$ cat config.mk
export PLATFORM = sky130hd
export DESIGN_NAME = programmable_crc_generator
export DESIGN_NICKNAME = d
export VERILOG_FILES = /design/src/rtl/crc_fifo.v /design/src/rtl/programmable_crc_generator.v
export VERILOG_INCLUDE_DIRS = /design/src /design/src/shared
export SDC_FILE = /design/constraint.sdc
export NUM_CORES = 1
export LEC_CHECK = 0
export CORE_MARGIN = 2
export CORE_UTILIZATION = 25
export CTS_BUF_LIST = sky130_fd_sc_hd__clkbuf_8
export DETAILED_ROUTE_END_ITERATION = 10
export DONT_BUFFER_PORTS = 1
export PLACE_DENSITY = 0.4
export SLEW_MARGIN = 0
export SYNTH_ARGS = -nofsm -noshare
export SYNTH_HDL_FRONTEND = slang
export SYNTH_SLANG_ARGS = --single-unit
$ cat constraint.sdc
create_clock -name pclk -period 5.6 [get_ports pclk]
set_input_delay 0.56 -clock pclk [delete_from_list [all_inputs] [get_ports pclk]]
set_output_delay 0.56 -clock pclk [all_outputs]
set_load 0.1 [all_outputs]
$ cat src/shared/crc_defines.vh
/*
 * Constants of the programmable CRC generator: register offsets,
 * field positions, FIFO depths and width thresholds.
 * Assumes inclusion by every design file of the block, once each.
 */
// Overview of operation
// - Polynomials of any order up to 32, described by 31 programmable bits.
// - Control2 bits [4:0] set polynomial order as field plus one.
// - Each set polynomial term bit enables XOR feedback at that engine bit.
// - Constant term always applied; top term implicit; term bits cover 31:1.
// - Control2 bits [12:8] set datum width as field plus one, 1 to 32.
// - FIFO depth 4 above 15, 8 for 8 to 15, 16 below 8.
// - Data written as whole bytes; bits above datum width ignored.
// - Count, control1 [12:8], rises when the datum's MSb byte is written.
// - Shifting begins only with go bit [4] set and count above zero.
// - Word moves FIFO to shift buffer, count decrements; repeat until zero.
// - Engine shifts two bits per cycle; a 32-bit word takes 16 cycles.
// - Full flag, control1 bit [7], set when count reaches depth.
// - Empty flag, control1 bit [6], set when count is zero.
// - Module enable low empties FIFO and forces count to zero.
// - Bit [3] selects MSb first when clear, LSb first when set.
// - Event on count one-to-zero, or on hardware go clear, by select bit.
// - After count event, engine still needs shift cycles to finish.
`ifndef CRC_DEFINES_VH
`define CRC_DEFINES_VH

// ----------------------------------------------------------------
// Register byte offsets
// ----------------------------------------------------------------
`define OFS_CTRL1      8'h00
`define OFS_CTRL2      8'h04
`define OFS_POLY_LO    8'h08
`define OFS_POLY_HI    8'h0C
`define OFS_DATA_LO    8'h10
`define OFS_DATA_HI    8'h14
`define OFS_RESULT_LO  8'h18
`define OFS_RESULT_HI  8'h1C

// ----------------------------------------------------------------
// Control1 fields
// ----------------------------------------------------------------
`define C1_EN          15
`define C1_CNT_HI      12
`define C1_CNT_LO      8
`define C1_FULL        7
`define C1_EMPTY       6
`define C1_ISEL        5
`define C1_GO          4
`define C1_LSB         3

// ----------------------------------------------------------------
// Control2 fields
// ----------------------------------------------------------------
`define C2_DW_HI       12
`define C2_DW_LO       8
`define C2_PL_HI       4
`define C2_PL_LO       0

// ----------------------------------------------------------------
// Depths and thresholds
// ----------------------------------------------------------------
`define DEPTH_WIDE     5'h04
`define DEPTH_MID      5'h08
`define DEPTH_NARROW   5'h10
`define DW_MID_MIN     5'h08
`define DW_WIDE_MIN    5'h10
`define BITS_PER_CYC   6'h02

`endif

$ cat src/rtl/crc_fifo.v
/*
 * Data FIFO of the CRC generator: flip-flop storage, a word count
 * and a run-time depth limit.
 * Assumes push and pop come from logic on the same clock.
 */
`include "crc_defines.vh"

module crc_fifo #(
    parameter WIDTH = 32,
    parameter DEPTH = 16,
    parameter AW    = 4
) (
    input  wire             clk,
    input  wire             rst_n,
    input  wire             flush,
    input  wire             push,
    input  wire [WIDTH-1:0] push_data,
    input  wire             pop,
    input  wire [4:0]       limit,
    output reg  [4:0]       count_r,
    output wire [WIDTH-1:0] head,
    output wire             full,
    output wire             empty
);
    reg  [WIDTH-1:0] mem [0:DEPTH-1];
    reg  [AW-1:0]    wr_ptr_r;
    reg  [AW-1:0]    rd_ptr_r;
    wire             do_push;
    wire             do_pop;

    assign full    = (count_r >= limit);
    assign empty   = (count_r == 5'h00);
    assign do_push = push & ~full;
    assign do_pop  = pop & ~empty;
    assign head    = mem[rd_ptr_r];

    always @(posedge clk)
    begin
        if (do_push)
            mem[wr_ptr_r] <= push_data;
    end

    always @(posedge clk or negedge rst_n)
    begin
        if (!rst_n)
        begin
            wr_ptr_r <= {AW{1'b0}};
            rd_ptr_r <= {AW{1'b0}};
            count_r  <= 5'h00;
        end
        else if (flush)
        begin
            wr_ptr_r <= {AW{1'b0}};
            rd_ptr_r <= {AW{1'b0}};
            count_r  <= 5'h00;
        end
        else
        begin
            if (do_push)
                wr_ptr_r <= wr_ptr_r + {{(AW-1){1'b0}}, 1'b1};
            if (do_pop)
                rd_ptr_r <= rd_ptr_r + {{(AW-1){1'b0}}, 1'b1};
            if (do_push && !do_pop)
                count_r <= count_r + 5'h01;
            else if (do_pop && !do_push)
                count_r <= count_r - 5'h01;
        end
    end
endmodule

$ cat src/rtl/programmable_crc_generator.v
/*
 * Programmable CRC generator with APB register access, a variable
 * depth data FIFO, a shift buffer and a two-bit-per-cycle engine.
 * Assumes an APB master on pclk; only data writes are byte-lane qualified.
 */
// Decided for this implementation: the register offsets and the APB register port.
`include "crc_defines.vh"

module programmable_crc_generator (
    input  wire        pclk,
    input  wire        presetn,
    input  wire        psel,
    input  wire        penable,
    input  wire        pwrite,
    input  wire [7:0]  paddr,
    input  wire [31:0] pwdata,
    input  wire [3:0]  pstrb,
    output reg  [31:0] prdata_r,
    output reg         pready_r,
    output reg         pslverr_r,
    output reg         crc_event_r
);
    // ------------------------------------------------------------
    // Registers
    // ------------------------------------------------------------
    reg  [31:0] poly_terms_r;
    reg  [31:0] crc_r;
    reg  [31:0] hold_r;
    reg  [31:0] shreg_r;
    reg  [5:0]  bits_r;
    reg  [4:0]  datum_width_field_r;
    reg  [4:0]  poly_length_field_r;
    reg         module_enable_bit_r;
    reg         interrupt_select_bit_r;
    reg         shift_go_bit_r;
    reg         lsb_first_select_r;

    wire [4:0]  valid_word_count;
    wire [31:0] fifo_head;
    wire        fifo_full_flag;
    wire        fifo_empty_flag;

    // ------------------------------------------------------------
    // APB decode
    // ------------------------------------------------------------
    wire        setup   = psel & ~penable;
    wire        wr_acc  = psel & penable & pready_r & pwrite;
    wire        mapped  = (paddr[1:0] == 2'b00) && (paddr <= `OFS_RESULT_HI);
    wire        wr_c1   = wr_acc && paddr == `OFS_CTRL1;
    wire        wr_c2   = wr_acc && paddr == `OFS_CTRL2;
    wire        wr_plo  = wr_acc && paddr == `OFS_POLY_LO;
    wire        wr_phi  = wr_acc && paddr == `OFS_POLY_HI;
    wire        wr_dlo  = wr_acc && paddr == `OFS_DATA_LO;
    wire        wr_dhi  = wr_acc && paddr == `OFS_DATA_HI;
    wire        wr_rlo  = wr_acc && paddr == `OFS_RESULT_LO;
    wire        wr_rhi  = wr_acc && paddr == `OFS_RESULT_HI;

    // ------------------------------------------------------------
    // Data capture into the FIFO
    // ------------------------------------------------------------
    reg  [31:0] hold_nxt;
    reg         push;
    wire [1:0]  msb_byte = datum_width_field_r[4:3];
    wire [31:0] width_mask = 32'hFFFFFFFF >> (5'h1F - datum_width_field_r);

    always @*
    begin
        hold_nxt = hold_r;
        push     = 1'b0;
        if (wr_dlo)
        begin
            if (pstrb[0])
                hold_nxt[7:0] = pwdata[7:0];
            if (pstrb[1])
                hold_nxt[15:8] = pwdata[15:8];
            push = (msb_byte == 2'h0 && pstrb[0]) ||
                   (msb_byte == 2'h1 && pstrb[1]);
        end
        if (wr_dhi)
        begin
            if (pstrb[0])
                hold_nxt[23:16] = pwdata[7:0];
            if (pstrb[1])
                hold_nxt[31:24] = pwdata[15:8];
            push = (msb_byte == 2'h2 && pstrb[0]) ||
                   (msb_byte == 2'h3 && pstrb[1]);
        end
    end

    wire [4:0]  depth_limit =
        (datum_width_field_r >= `DW_WIDE_MIN) ? `DEPTH_WIDE :
        (datum_width_field_r >= `DW_MID_MIN)  ? `DEPTH_MID  :
                                                `DEPTH_NARROW;

    wire        load = shift_go_bit_r & ~fifo_empty_flag &
                       (bits_r == 6'h00) & module_enable_bit_r;

    crc_fifo #(
        .WIDTH (32),
        .DEPTH (16),
        .AW    (4)
    ) u_fifo (
        .clk       (pclk),
        .rst_n     (presetn),
        .flush     (~module_enable_bit_r | (wr_c1 & ~pwdata[`C1_EN])),
        .push      (push & module_enable_bit_r),
        .push_data (hold_nxt & width_mask),
        .pop       (load),
        .limit     (depth_limit),
        .count_r   (valid_word_count),
        .head      (fifo_head),
        .full      (fifo_full_flag),
        .empty     (fifo_empty_flag)
    );

    // ------------------------------------------------------------
    // CRC engine
    // ------------------------------------------------------------
    // order up to 32; term bits 31:1 programmable, bit 0 fixed
    function [31:0] crc_step;
        input [31:0] crc;
        input        din;
        input [31:0] poly;
        input [4:0]  poly_length_field;
        reg   [31:0] mask;
        reg          fb;
        begin
            mask = 32'hFFFFFFFF >> (5'h1F - poly_length_field);
            fb   = crc[poly_length_field] ^ din;
            crc_step = (crc << 1) & mask;
            if (fb)
                crc_step = crc_step ^ ({poly[31:1], 1'b1} & mask);
        end
    endfunction

    // MSb first from top, LSb first from bit 0
    wire        bit_a = lsb_first_select_r ? shreg_r[0] : shreg_r[31];
    wire        bit_b = lsb_first_select_r ? shreg_r[1] : shreg_r[30];
    wire [31:0] crc_one = crc_step(crc_r, bit_a, poly_terms_r,
                                   poly_length_field_r);
    wire [31:0] crc_two = crc_step(crc_one, bit_b, poly_terms_r,
                                   poly_length_field_r);
    // two bits a cycle, one for an odd tail
    wire        two     = (bits_r >= `BITS_PER_CYC);
    wire [5:0]  bits_nxt = two ? bits_r - `BITS_PER_CYC :
                                 bits_r - 6'h01;
    wire        shifting = (bits_r != 6'h00) & module_enable_bit_r;
    wire        finish  = shifting & (bits_nxt == 6'h00) &
                          fifo_empty_flag & ~push;
    wire        hw_go_clr = finish & interrupt_select_bit_r;
    // count falls from one to zero
    // shift still running after this event
    wire        cnt_evt = load & (valid_word_count == 5'h01) & ~push;

    always @(posedge pclk or negedge presetn)
    begin
        if (!presetn)
        begin
            shreg_r <= 32'h00000000;
            bits_r  <= 6'h00;
        end
        else if (!module_enable_bit_r)
        begin
            shreg_r <= 32'h00000000;
            bits_r  <= 6'h00;
        end
        else if (load)
        begin
            shreg_r <= lsb_first_select_r ? fifo_head :
                       fifo_head << (5'h1F - datum_width_field_r);
            bits_r  <= {1'b0, datum_width_field_r} + 6'h01;
        end
        else if (shifting)
        begin
            if (two)
                shreg_r <= lsb_first_select_r ? shreg_r >> 2 :
                                                shreg_r << 2;
            else
                shreg_r <= lsb_first_select_r ? shreg_r >> 1 :
                                                shreg_r << 1;
            bits_r  <= bits_nxt;
        end
    end

    // ------------------------------------------------------------
    // Register writes
    // ------------------------------------------------------------
    always @(posedge pclk or negedge presetn)
    begin
        if (!presetn)
        begin
            module_enable_bit_r    <= 1'b0;
            interrupt_select_bit_r <= 1'b0;
            shift_go_bit_r         <= 1'b0;
            lsb_first_select_r     <= 1'b0;
            datum_width_field_r    <= 5'h00;
            poly_length_field_r    <= 5'h00;
            poly_terms_r           <= 32'h00000000;
            crc_r                  <= 32'h00000000;
            hold_r                 <= 32'h00000000;
            crc_event_r            <= 1'b0;
        end
        else
        begin
            crc_event_r <= cnt_evt & ~interrupt_select_bit_r |
                           hw_go_clr;
            if (wr_c1)
            begin
                module_enable_bit_r    <= pwdata[`C1_EN];
                interrupt_select_bit_r <= pwdata[`C1_ISEL];
                lsb_first_select_r     <= pwdata[`C1_LSB];
            end
            // only a hardware clear gives the event
            // Software set wins over a same-cycle hardware clear
            if (wr_c1)
                shift_go_bit_r <= pwdata[`C1_GO];
            else if (hw_go_clr)
                shift_go_bit_r <= 1'b0;
            if (wr_c2)
            begin
                datum_width_field_r <= pwdata[`C2_DW_HI:`C2_DW_LO];
                poly_length_field_r <= pwdata[`C2_PL_HI:`C2_PL_LO];
            end
            if (wr_plo)
                poly_terms_r[15:0] <= pwdata[15:0];
            if (wr_phi)
                poly_terms_r[31:16] <= pwdata[15:0];
            hold_r <= module_enable_bit_r ? hold_nxt : 32'h00000000;
            if (!module_enable_bit_r)
                crc_r <= 32'h00000000;
            else if (wr_rlo || wr_rhi)
            begin
                if (wr_rlo)
                    crc_r[15:0] <= pwdata[15:0];
                if (wr_rhi)
                    crc_r[31:16] <= pwdata[15:0];
            end
            else if (shifting)
                crc_r <= two ? crc_two : crc_one;
        end
    end

    // ------------------------------------------------------------
    // Read path and handshake
    // ------------------------------------------------------------
    // Answer in the first access cycle; data latched at setup
    reg  [15:0] rd_val;

    always @*
    begin
        rd_val = 16'h0000;
        case (paddr)
            `OFS_CTRL1:
            begin
                rd_val[`C1_EN]    = module_enable_bit_r;
                rd_val[`C1_CNT_HI:`C1_CNT_LO] = valid_word_count;
                rd_val[`C1_FULL]  = fifo_full_flag;
                rd_val[`C1_EMPTY] = fifo_empty_flag;
                rd_val[`C1_ISEL]  = interrupt_select_bit_r;
                rd_val[`C1_GO]    = shift_go_bit_r;
                rd_val[`C1_LSB]   = lsb_first_select_r;
            end
            `OFS_CTRL2:
            begin
                rd_val[`C2_DW_HI:`C2_DW_LO] = datum_width_field_r;
                rd_val[`C2_PL_HI:`C2_PL_LO] = poly_length_field_r;
            end
            `OFS_POLY_LO:   rd_val = poly_terms_r[15:0];
            `OFS_POLY_HI:   rd_val = poly_terms_r[31:16];
            `OFS_DATA_LO:   rd_val = hold_r[15:0];
            `OFS_DATA_HI:   rd_val = hold_r[31:16];
            `OFS_RESULT_LO: rd_val = crc_r[15:0];
            `OFS_RESULT_HI: rd_val = crc_r[31:16];
            default:        rd_val = 16'h0000;
        endcase
    end

    always @(posedge pclk or negedge presetn)
    begin
        if (!presetn)
        begin
            prdata_r  <= 32'h00000000;
            pready_r  <= 1'b0;
            pslverr_r <= 1'b0;
        end
        else
        begin
            pready_r  <= setup;
            pslverr_r <= setup & ~mapped;
            if (setup)
                prdata_r <= {16'h0000, rd_val};
        end
    end
endmodule

### Word-level counts from Yosys, hierarchy flattened

Memories as Yosys holds them, arrays and structs flattened.
Cells that the tools add are included.

| word-level totals | value |
|---|---|
| register bits | 180 |
| latch bits | 0 |
| bits in writable memories | 512 |
| bits in read-only memories | 0 |
| input bits | 49 |
| word-level logic and storage cells | 178 |
| memories kept | 1 |

| cells by class | value |
|---|---|
| add/sub/neg operators | 9 |
| multipliers | 0 |
| div/mod/pow operators | 0 |
| order comparisons | 6 |
| equal/unequal tests | 15 |
| shift-type cells | 3 |
| mux-type cells | 53 |
| bitwise logic cells | 38 |
| reductions and logical operators | 33 |

Memory list:

| name | depth | width | read ports | clocked after Yosys merged registers in | wr ports | RTL line | RTL |
|---|---|---|---|---|---|---|---|
| u_fifo.mem | 16 | 32 | 1 | 0 | 1 | crc_fifo.v:25 | `reg [WIDTH-1:0] mem [0:DEPTH-1];` |

Operator list:

| kind | count |
|---|---|
| $mux W32 | 14 |
| $and A32 B32 Y32 | 4 |
| $mux W16 | 4 |
| $shr A32 B5 Y32 const A | 2 |
| $xor A32 B32 Y32 | 2 |
| $pmux W3 S7 | 2 |
| $pmux W5 S8 | 1 |
| $eq A8 B5 Y1 const B | 4 |
| $mux W8 | 4 |
| $shl A32 B5 Y32 | 1 |
| $mux W5 | 5 |
| $mux W6 | 4 |
| $and A1 B1 Y1 | 20 |
| $eq A8 B4 Y1 const B | 2 |
| $mux W4 | 4 |
| $pmux W2 S8 | 1 |
| $logic_and A1 B1 Y1 | 15 |
| $logic_not A6 Y1 | 2 |
| $pmux W2 S6 | 1 |
| $bmux W1 S5 | 2 |
| $mux W1 | 10 |
| $sub A5 B5 Y5 const A | 2 |
| $add A4 B1 Y4 const B | 2 |
| $eq A8 B3 Y1 const B | 1 |
| other kinds (29) | 48 |

### Longest topological paths before layout

Gate-level depths: netlist of the first run.

| depth | value |
|---|---|
| depth after elaboration | 13 |
| gate-level depth with buffers | 18 |
| depth with buffers taken out | 12 |

### Cells and area by module

Synthesis of the first run repeated with hierarchy kept, for this count alone.

| unflattened totals | value |
|---|---|
| cells, all modules | 2,639 |
| area total of the unflattened synthesis | 34,961.0 sq um |

Modules (own cells, without submodules):

| module | instances | cells an instance | area each (sq um) |
|---|---|---|---|
| crc_fifo | 1 | 837 | 20,290.7 |
| programmable_crc_generator | 1 | 1,802 | 14,670.3 |

### Least setup slack after synthesis of the first run

Ideal clock, no wire load.

| path | value |
|---|---|
| path kind | input to register |
| start | input port paddr[1] |
| end | memory u_fifo.mem[0][0] (enable) |
| data arrival time | 3,713 ps |
| path slack | 1,495 ps |
| cell stages on the path | 9 |
| buffers on the path | 1 |
| cell sequence | or4_1 > nor2_1 > nand2_1 > or3_1 > nor3_1 > and3_1 > clkbuf_1 > nor3b_1 > and2_1 |

| between the ends | value |
|---|---|
| word-level cells in the longest chain between the ends | 8 |
| elaborated cells on any way between the ends | 10 |
| those cells by class | eq/ne: 2; mux: 4; bitwise: 2; reduce/logical: 2 |

RTL lines:

| what | RTL line | RTL |
|---|---|---|
| start, declared | programmable_crc_generator.v:15 | `input wire [7:0] paddr,` |
| $eq A8 B5 Y1 | -- |  |
| $logic_and A1 B1 Y1 (no line) | -- |  |
| $mux W1 | programmable_crc_generator.v:70 | `if (wr_dlo)` |
| $mux W1 * | programmable_crc_generator.v:79 | `if (wr_dhi)` |
| $and A1 B1 Y1 * | programmable_crc_generator.v:106 | `.push (push & module_enable_bit_r),` |
| $and A1 B1 Y1 * | crc_fifo.v:33 | `assign do_push = push & ~full;` |
| $mux W1 * | crc_fifo.v:39 | `if (do_push)` |
| $mux W1 (not written as such) * | crc_fifo.v:40 | `mem[wr_ptr_r] <= push_data;` |
| end, declared | crc_fifo.v:25 |  |

Mark *: on every way between the ends. The rest lies on a longest branch, timed or not.

### Worst setup path in the final report of the first run

| path | value |
|---|---|
| start | register poly_length_field_r[0] |
| end | register crc_r[18] |

| between the ends | value |
|---|---|
| word-level cells in the longest chain between the ends | 13 |
| elaborated cells on any way between the ends | 19 |
| those cells by class | add/sub: 1; shift: 1; mux: 10; bitwise: 7 |

RTL lines:

| what | RTL line | RTL |
|---|---|---|
| start, declared | programmable_crc_generator.v:32 | `reg [4:0] poly_length_field_r;` |
| start signal, assigned | programmable_crc_generator.v:222 | `` poly_length_field_r <= pwdata[`C2_PL_HI:`C2_PL_LO]; `` |
| $sub A5 B5 Y5 | programmable_crc_generator.v:128 | `mask = 32'hFFFFFFFF >> (5'h1F - poly_length_field);` |
| $shr A32 B5 Y32 | programmable_crc_generator.v:128 |  |
| $and A32 B32 Y32 (on tied branches) | programmable_crc_generator.v:130, programmable_crc_generator.v:132 |  |
| $xor A32 B32 Y32 | programmable_crc_generator.v:132 | `crc_step = crc_step ^ ({poly[31:1], 1'b1} & mask);` |
| $mux W32 | programmable_crc_generator.v:131 | `if (fb)` |
| $bmux W1 S5 | programmable_crc_generator.v:129 | `fb = crc[poly_length_field] ^ din;` |
| $mux W1 (not written as such) | programmable_crc_generator.v:129 |  |
| $xor A1 B1 Y1 | programmable_crc_generator.v:129 |  |
| $mux W32 | programmable_crc_generator.v:131 |  |
| $mux W32 * | programmable_crc_generator.v:239 | `crc_r <= two ? crc_two : crc_one;` |
| $mux W32 * | programmable_crc_generator.v:238 | `else if (shifting)` |
| $mux W32 * | programmable_crc_generator.v:231 | `else if (wr_rlo \|\| wr_rhi)` |
| $mux W32 * | programmable_crc_generator.v:229 | `if (!module_enable_bit_r)` |
| end signal, assigned | programmable_crc_generator.v:236 | `crc_r[31:16] <= pwdata[15:0];` |
| end signal, assigned | programmable_crc_generator.v:239 |  |
| end, declared | programmable_crc_generator.v:27 | `reg [31:0] crc_r;` |

Mark *: on every way between the ends. The rest lies on a longest branch, timed or not. The select of a mux whose other input is x is not followed.
A chain may end at the register's enable or synchronous reset.

==> metrics.md, run 1 <==
| Metric | Value |
|---|---|
| Time the worst path needs with I/O delays and setup | 5.16 ns |
| Routed length per placed instance | 26.9 microns |
| Vias after detailed routing | 24800 |
| Placed wire-length estimate | 86800 microns |
| Starting density of the core | 0.251 |
| Mapped Avg Cell Area | 13.0 sq um |
| Power Dens Cells | 252 nW/um^2 |
| Fin. Hold Viols | 0 |
| Maximum buffer depth of the clock tree | 3 |
| Utilization after layout | 0.293 |
| Area Growth Syn to Fin | 16.5% |
| Number of H-tree branching levels | 3 |
| Flip-flop and latch count after synthesis | 692 |
| Crit path arrival time | 5.90 ns |
| Synthesis Warnings | 0 |
| Inst Count DP | 4558 |
| Post-route insts no fill | 4809 |
| Largest clock skew in the final design | 0.0682 ns |
| Netlist area before placement | 35000 sq um |
| Relative slew margins | 0.109 |
| Share of synthesized registers carrying an async set or reset | 0.260 |
| Number of standard-cell rows in the floorplan | 137 |
| Area of all sequential standard cells | 19900 sq um |
| Number of buffers inserted during clock tree synthesis | 121 |
| Number of DRC violations after detailed-routing iteration 0 | 2326 |
| Launching element type of the critical path | flip-flop |
| RSZ-0062 raised after global routing | no |
| Clock latency on the worst-skew pair | 0.88 ns |
| Worst slack after detailed placement | 0.491 ns |
| Final layout net count | 2898 |
| Max-cap violations | 0 |
| Depth of the worst register-to-register path | 14 |
| Classification of the worst setup path | flip-flop to flip-flop |
| Share of final-layout standard cells stronger than drive strength 1 | 0.208 |
| Cell leakage power | 15.0 nW |
| Worst Path Required | 6.34 ns |
| Vert. Die Dim | 378 microns |
| Achievable Freq | 194 MHz |
| Residual overflow from global routing | 0 |
| Weighted congestion reported at the end of routability-driven placement | 0.886 |
| I/O pins | 84 |
| Fraction of synthesized cell area taken by the top area cell type | 0.439 |
| Top area cells in the synthesized netlist | sky130_fd_sc_hd__edfxtp_1, sky130_fd_sc_hd__dfrtp_1, sky130_fd_sc_hd__mux4_2 |
| Outcome | completed |
| Cell depth of the worst hold path | 4 |
| Fin Setup TNS | 0 ns |
| Maximum fanout along the worst path | 18 |
| Overall die width | 378 microns |
| Pre-antenna DRT Iters | 6 |
| Post-Synthesis Cells | 2702 |
| Fraction of the cycle the final worst path needs | 0.921 |
| Clock transition at the registers of the reported paths | 0.06 ns |
| Setup WS post-layout | 0.441 ns |
| Cell with the most instances after synthesis | sky130_fd_sc_hd__edfxtp_1 |
| Maximum ir drop on the vdd rail | 186 uV |
| Area occupied by multi-input gates | 14300 sq um |
| Maximum number of pins on one net before global-route repair | 181 |
| Clock sink count | 692 |
| Die area | 143000 sq um |
| Count of input and output buffers | 0 |
| Global-route wire length before repair | 186000 microns |
| Number of synthesized flops with an enable pin | 512 |
| Initial antenna violation count | 7 |
| Core Region | 139000 sq um |
| Class of the worst hold path | primary input to flip-flop |
| Via-to-Cell Ratio | 5.16 |
| Final antenna-violating net count | 0 |
| FILL cells | 14100 |
| Area leader, netlist | sky130_fd_sc_hd__edfxtp_1 |
| Buffer type at the clock tree root | sky130_fd_sc_hd__clkbuf_8 |
| Post-Route WL | 130000 microns |
| Remaining design rule violation count | 0 |
| Least-Margin Pin Slew | 1.32 ns |
| Clock tree from TritonCTS | built |
| GR Util All Layers | 0.180 |
| Primary flip-flop cell chosen by synthesis mapping | sky130_fd_sc_hd__edfxtp_1 |
| Via count of the first global-routing pass | 25100 |
| Final Max Slew Viols | 0 |
| Number of distinct standard cells referenced by the synthesized netlist | 99 |
| Number of setup violations in the final report | 0 |
| Post-synthesis sequential area ratio | 0.567 |
| Most numerous cell types in the synthesized netlist | sky130_fd_sc_hd__edfxtp_1, sky130_fd_sc_hd__nand2_1, sky130_fd_sc_hd__mux2i_1 |
| Critical Path Sink Type | flip-flop |
## cell type report
type                            instances  share of cell area
Antenna cell                            7            0.000429
Timing Repair Buffer                  203              0.0452
Inverter                               29             0.00267
Multi-Input combinational cell       1781               0.350
Tap cell                             1876              0.0575
Sequential cell                       692               0.487
Clock inverter                         92              0.0138
Clock buffer                          129              0.0435
## repair_timing
action	4_1_cts	5_1_grt
hold endpoints to repair	271	0
resized for setup	0	0
setup buffers	0	0
hold buffers	22	0
## critical path, cell delays in order, from the launching register on
cell and delay (ns):
sky130_fd_sc_hd__dfrtp_1 0.72, sky130_fd_sc_hd__mux4_2 0.66, sky130_fd_sc_hd__a2111oi_2 0.42, sky130_fd_sc_hd__a32oi_2 0.19, sky130_fd_sc_hd__xnor2_4 0.67, sky130_fd_sc_hd__buf_4 0.26
sky130_fd_sc_hd__a21o_1 0.15, sky130_fd_sc_hd__a21oi_1 0.07, sky130_fd_sc_hd__o31ai_1 0.43, sky130_fd_sc_hd__a311o_1 0.33, sky130_fd_sc_hd__buf_4 0.16, sky130_fd_sc_hd__a31oi_1 0.16
sky130_fd_sc_hd__buf_4 0.24, sky130_fd_sc_hd__or4_1 0.50, sky130_fd_sc_hd__o211ai_1 0.09
## cells by family (layout without fill, tap and decap cells)
logic type	Yosys count	in the layout	share of synthesized area
AO/OA/AOI/OAI	576	576	0.112
AND/OR/NAND/NOR	722	722	0.102
multiplexers	406	406	0.170
XOR/XNOR	40	40	0.0105
adder cells (fa/ha/maj)	21	21	0.00750
other	1	23	0.000107
buffers and inverters	244	453	0.0306
flip-flops	692	692	0.567
## state kept, by name, indices dropped and copies added (netlist names), 4 cells and up
| signal | count |
|---|---|
| u_fifo.wr_ptr_r | 4 |
| poly_terms_r | 32 |
| datum_width_field_r | 5 |
| shreg_r | 32 |
| poly_length_field_r | 5 |
| bits_r | 6 |
| u_fifo.mem | 512 |
| crc_r | 32 |
| u_fifo.count_r | 5 |
| prdata_r | 16 |
| u_fifo.rd_ptr_r | 4 |
| hold_r | 32 |
## metal layers
layer | wire length, microns | part of all wire | vias to the layer above | global-route usage
li1 | - | - | 10900 | -
met1 | 56700 | 0.44 | 12900 | 0.240
met2 | 61600 | 0.48 | 874 | 0.296
met3 | 7150 | 0.055 | 220 | 0.0296
met4 | 4060 | 0.031 | 0 | 0.0605
met5 | 0 | 0 | - | 0
## report_power, final
group | switching [W] | internal (W)
sequential | 0.0000753 | 0.00546
clock | 0.00228 | 0.00229
combinational | 0.000157 | 0.0000436
total | 0.00251 | 0.00779
## layout by cell type, fill, tap and decap left out, drive strengths merged, types with 21 or more instances in the layout
cell and count:
clkinv 43, a31oi 32, dlygate4sd3 21, a21oi 104, a22oi 34, inv 73
o21ai 162, xnor2 21, dfrtp 180, nand3 68, mux2i 200, nor2 169
a221oi 58, a22o 25, a211oi 21, nor3 53, or3 28, buf 182
edfxtp 512, o211ai 26, nand4 21, mux4 142, ha 21, nand2 205
and2 28, mux2 64, nor2b 45, clkbuf 129
## through the flow
stage / area (sq um) / power [W] / hold WS [ns]
3_3_place_gp: 38200 / 0.00578 / 0.299
5_1_grt: 40800 / 0.0107 / 0.0491
2_1_floorplan: 35100 / 0.00575 / 0.264
6_report: 40800 / 0.0103 / 0.0952
4_1_cts: 40800 / 0.0105 / 0.00250
3_5_place_dp: 38200 / 0.00578 / 0.271
## final timing paths
path	from	endpoint	slack, ns
max in group asynchronous	presetn	u_fifo.rd_ptr_r[0]	4.20
worst max register to register	poly_length_field_r[0]	crc_r[18]	0.44
worst min-delay path	pwdata[6]	crc_r[22]	0.1
worst max-delay path	poly_length_field_r[0]	crc_r[18]	0.44
min in group asynchronous	presetn	shreg_r[0]	0.40
worst min register to register	poly_terms_r[0]	poly_terms_r[0]	0.52
No activity file was read; power rests on OpenSTA's default activity.
==> run 2: changes to the inputs <==
--- a/config.mk
+++ b/config.mk
@@ -6,6 +6,7 @@
 export SDC_FILE = /design/constraint.sdc
 export NUM_CORES = 1
 export LEC_CHECK = 0
+export ABC_AREA = 1
 export CORE_MARGIN = 2
 export CORE_UTILIZATION = 25
 export CTS_BUF_LIST = sky130_fd_sc_hd__clkbuf_8
==> run 2 against run 1 <==
Compared with the run above:
- cell count grew 23%
- hold slack improved by 0.016 ns
- global-route usage up 0.38 points
- design area down 1.2%
- non-clock buffer count shrank 59
- setup slack improved by 0.37 ns
- register-to-register slack gained 0.37 ns
- combinational power grew 26%
- critical endpoint is now crc_r[21]
- largest cell class unchanged
==> metrics.md, run 2 <==
| Metric | Value |
|---|---|
| Leading cell type in the layout, fill and taps excluded | sky130_fd_sc_hd__nand2_1 (was sky130_fd_sc_hd__edfxtp_1) |
| Most frequent cells in the layout | sky130_fd_sc_hd__nand2_1, sky130_fd_sc_hd__edfxtp_1, sky130_fd_sc_hd__o21ai_0 (was sky130_fd_sc_hd__edfxtp_1, sky130_fd_sc_hd__nand2_1, sky130_fd_sc_hd__mux2i_1) |
| Number of setup violations in the final report | 0 (unchanged) |
| Maximum fanout along the worst path | 32 (was 18) |
| Class of the worst hold path | primary input to flip-flop (unchanged) |
| Routed length per placed instance | 22.4 microns (was 26.9 microns) |
| Max-cap violations | 0 (unchanged) |
| Switching fraction of total power | 0.244 (about the same) |
| Cell with the most instances after synthesis | sky130_fd_sc_hd__nand2_1 (was sky130_fd_sc_hd__edfxtp_1) |
| Hold buffer count at CTS | 26 (was 22) |
| Maximum number of pins on one net before global-route repair | 181 (unchanged) |
| Final antenna-violating net count | 0 (unchanged) |
| Outcome | completed (unchanged) |
| Remaining design rule violation count | 0 (unchanged) |
| Pre-antenna DRT Iters | 5 (was 6) |
| Fin Setup TNS | 0 ns (unchanged) |
| Largest clock skew in the final design | 0.0726 ns (was 0.0682 ns) |
| Cell leakage power | 14.8 nW (was 15.0 nW) |
| Maximum ir drop on the vdd rail | 210 uV (was 186 uV) |
| Flip-flop count of the largest register, all copies and words added | 512 (unchanged) |
| Die area | 143000 sq um (about the same) |
| Achievable Freq | 209 MHz (was 194 MHz) |
| Post-Route WL | 132000 microns (was 130000 microns) |
| Flip-flop and latch count after synthesis | 692 (unchanged) |
| Buffer type at the clock tree root | sky130_fd_sc_hd__clkbuf_8 (unchanged) |
| Core Region | 139000 sq um (about the same) |
| Clock share of power | 0.458 (was 0.443) |
| RSZ-0062 raised after global routing | no (unchanged) |
| Combinational power share | 0.024 (was 0.019) |
| GR Util All Layers | 0.184 (was 0.180) |
| Starting density of the core | 0.251 (about the same) |
| Top area cells in the synthesized netlist | sky130_fd_sc_hd__edfxtp_1, sky130_fd_sc_hd__dfrtp_1, sky130_fd_sc_hd__nand2_1 (was sky130_fd_sc_hd__edfxtp_1, sky130_fd_sc_hd__dfrtp_1, sky130_fd_sc_hd__mux4_2) |
| Post-Synthesis Cells | 3871 (was 2702) |
| Via count of the first global-routing pass | 27600 (was 25100) |
| Most numerous cell types in the synthesized netlist | sky130_fd_sc_hd__nand2_1, sky130_fd_sc_hd__edfxtp_1, sky130_fd_sc_hd__o21ai_0 (was sky130_fd_sc_hd__edfxtp_1, sky130_fd_sc_hd__nand2_1, sky130_fd_sc_hd__mux2i_1) |
| Clock tree from TritonCTS | built (unchanged) |
| Number of standard-cell rows in the floorplan | 137 (unchanged) |
| Critical Path Sink Type | flip-flop (unchanged) |
| Primary flip-flop cell chosen by synthesis mapping | sky130_fd_sc_hd__edfxtp_1 (unchanged) |
| Weighted congestion reported at the end of routability-driven placement | 0.905 (was 0.886) |
| Clock transition at the registers of the reported paths | 0.06 ns (about the same) |
| Time the worst path needs with I/O delays and setup | 4.79 ns (was 5.16 ns) |
| Clock latency on the worst-skew pair | 0.86 ns (was 0.88 ns) |
| Worst Path Required | 6.32 ns (was 6.34 ns) |
| Crit path arrival time | 5.51 ns (was 5.90 ns) |
| Netlist area before placement | 34900 sq um (was 35000 sq um) |
| Relative slew margins | 0.163 (was 0.109) |
| Number of synthesized flops with an enable pin | 512 (unchanged) |
| Final Max Slew Viols | 0 (unchanged) |
| Fraction of the cycle the final worst path needs | 0.855 (was 0.921) |
| Residual overflow from global routing | 0 (unchanged) |
| Area Growth Syn to Fin | 15.6% (was 16.5%) |
| Synthesis Warnings | 0 (unchanged) |
| Launching element type of the critical path | flip-flop (unchanged) |
| Number of distinct standard cells referenced by the synthesized netlist | 51 (was 99) |
| Area leader, netlist | sky130_fd_sc_hd__edfxtp_1 (unchanged) |
| Share of final-layout standard cells stronger than drive strength 1 | 0.100 (was 0.208) |
| Fraction of synthesized cell area taken by the top area cell type | 0.441 (was 0.439) |
| FILL cells | 14800 (was 14100) |
| Initial antenna violation count | 2 (was 7) |
| Number of buffers added for setup after CTS | 0 (unchanged) |
| Clock sink count | 692 (unchanged) |
| Mapped Avg Cell Area | 9.02 sq um (was 13.0 sq um) |
| Vias after detailed routing | 28600 (was 24800) |
| Switching power summed over all nets | 0.00258 W (was 0.00251 W) |
| WHS | 0.111 ns (was 0.0952 ns) |
| Number of DRC violations after detailed-routing iteration 0 | 2320 (was 2326) |
| Maximum buffer depth of the clock tree | 3 (unchanged) |
| Overall die width | 378 microns (about the same) |
| Post-synthesis sequential area ratio | 0.570 (was 0.567) |
| Sequential share of power | 0.518 (was 0.537) |
| Internal Pwr Total | 0.00800 W (was 0.00779 W) |
| Classification of the worst setup path | flip-flop to flip-flop (unchanged) |
| Fin. Hold Viols | 0 (unchanged) |
| Number of buffers inserted during clock tree synthesis | 135 (was 121) |
| Via-to-Cell Ratio | 4.85 (was 5.16) |
| I/O pins | 84 (unchanged) |
| Vert. Die Dim | 378 microns (about the same) |
| Global-route wire length before repair | 194000 microns (was 186000 microns) |
| Share of synthesized registers carrying an async set or reset | 0.260 (unchanged) |
| Placed wire-length estimate | 84000 microns (was 86800 microns) |
| Least-Margin Pin Slew | 1.25 ns (was 1.32 ns) |
| Count of input and output buffers | 0 (unchanged) |
| Final layout net count | 3986 (was 2898) |
| Number of H-tree branching levels | 4 (was 3) |
| Power Dens Cells | 262 nW/um^2 (was 252 nW/um^2) |
| Post-CTS Resized | 0 (unchanged) |
| Biggest register | u_fifo.mem (unchanged) |
run 2: changes by cell type after synthesis, moves of 44 or more:
cell                      delta
sky130_fd_sc_hd__nor2_1    +213
sky130_fd_sc_hd__inv_1     +240
sky130_fd_sc_hd__mux2_2     -52
sky130_fd_sc_hd__mux2i_1   -193
sky130_fd_sc_hd__o21ai_0   +312
sky130_fd_sc_hd__mux4_2    -138
sky130_fd_sc_hd__o22ai_1    +88
sky130_fd_sc_hd__nand3_1   +219
sky130_fd_sc_hd__a21oi_1    +44
sky130_fd_sc_hd__nor2b_1    -45
sky130_fd_sc_hd__nand2_1   +724
run 2: area by class of cell:
| class | instances | area [sq um] | share of cell area |
|---|---|---|---|
| Timing Repair Buffer | 144 | 1390 | 0.0344 |
| Sequential cell | 692 | 19900 | 0.493 |
| Clock buffer | 150 | 2060 | 0.0512 |
| Inverter | 274 | 1040 | 0.0257 |
| Multi-Input combinational cell | 2669 | 13200 | 0.326 |
| Antenna cell | 2 | 5.00 | 0.000124 |
| Tap cell | 1876 | 2350 | 0.0582 |
| Clock inverter | 88 | 457 | 0.0113 |
run 2: power by group through the flow:
| stage | registers, W | logic, W | clock network (W) |
|---|---|---|---|
| after floorplan | 0.00558 | 0.000165 | 0 |
| after detailed placement | 0.00558 | 0.000203 | 0 |
| after global placement | 0.00558 | 0.000203 | 0 |
| after global routing | 0.00548 | 0.000279 | 0.00524 |
| final | 0.00548 | 0.000254 | 0.00485 |
| after CTS | 0.00548 | 0.000256 | 0.00503 |
run 2: layer usage:
metal / track usage / vias up / wire (microns)
li1: - / 13500 / -
met1: 0.249 / 14100 / 60200
met2: 0.302 / 835 / 62300
met3: 0.0289 / 218 / 6240
met4: 0.0523 / 0 / 3490
met5: 0 / - / 0
run 2: final timing paths:
check / start / to / slack (ns) / cells past startpoint
worst max-delay path: poly_length_field_r[1] / crc_r[21] / 0.81 / 22
worst min-delay path: pstrb[0] / hold_r[6] / 0.11 / 3
worst max register to register: poly_length_field_r[1] / crc_r[21] / 0.81 / 22
worst min register to register: crc_r[30] / crc_r[30] / 0.48 / 2
max in group asynchronous: presetn / u_fifo.rd_ptr_r[1] / 4.21 / 2
min in group asynchronous: presetn / crc_event_r / 0.41 / 2
run 2: kinds of logic (layout without fill, tap and decap cells):
| kind of cell | Yosys count | count (layout) | share of synthesized area |
|---|---|---|---|
| multiplexers | 15 | 15 | 0.00470 |
| adder cells (fa/ha/maj) | 21 | 21 | 0.00753 |
| buffers and inverters | 525 | 656 | 0.0611 |
| other | 1 | 18 | 0.000107 |
| AND/OR/NAND/NOR | 1705 | 1705 | 0.205 |
| XOR/XNOR | 34 | 34 | 0.00853 |
| AO/OA/AOI/OAI | 878 | 878 | 0.143 |
| flip-flops | 692 | 692 | 0.570 |
run 2: per-stage QoR:
stage          setup WS (ns)  instance area [sq um]  instances  utilization  power (W)
3_5_place_dp           0.784                  37600       5629        0.270    0.00578
2_1_floorplan           1.25                  35000       3886            -    0.00575
6_report               0.810                  40400       5895        0.290     0.0106
4_1_cts                0.791                  40400       5893        0.290     0.0108
5_1_grt                0.486                  40400       5894        0.290     0.0110
3_3_place_gp           0.792                  37600       5629        0.270    0.00578
run 2: critical path, cell delays in order, from the launching register on:
cell and delay (ns):
sky130_fd_sc_hd__dfrtp_1 0.54, sky130_fd_sc_hd__buf_4 0.24, sky130_fd_sc_hd__nor2_1 0.50, sky130_fd_sc_hd__nand2_1 0.08
sky130_fd_sc_hd__o21ai_0 0.11, sky130_fd_sc_hd__nor2_1 0.06, sky130_fd_sc_hd__nor2_1 0.11, sky130_fd_sc_hd__nor2_1 0.08
sky130_fd_sc_hd__nand2_2 0.11, sky130_fd_sc_hd__nand3_2 0.25, sky130_fd_sc_hd__nand2_4 0.45, sky130_fd_sc_hd__nand3_1 0.19
sky130_fd_sc_hd__nand3_1 0.13, sky130_fd_sc_hd__nand2_1 0.07, sky130_fd_sc_hd__nor2_1 0.24, sky130_fd_sc_hd__nand4_1 0.24
sky130_fd_sc_hd__o21ai_2 0.57, sky130_fd_sc_hd__buf_4 0.33, sky130_fd_sc_hd__nand3_1 0.11, sky130_fd_sc_hd__nand3_1 0.09
sky130_fd_sc_hd__nand2_1 0.07, sky130_fd_sc_hd__nand2_1 0.05, sky130_fd_sc_hd__nand2_1 0.04
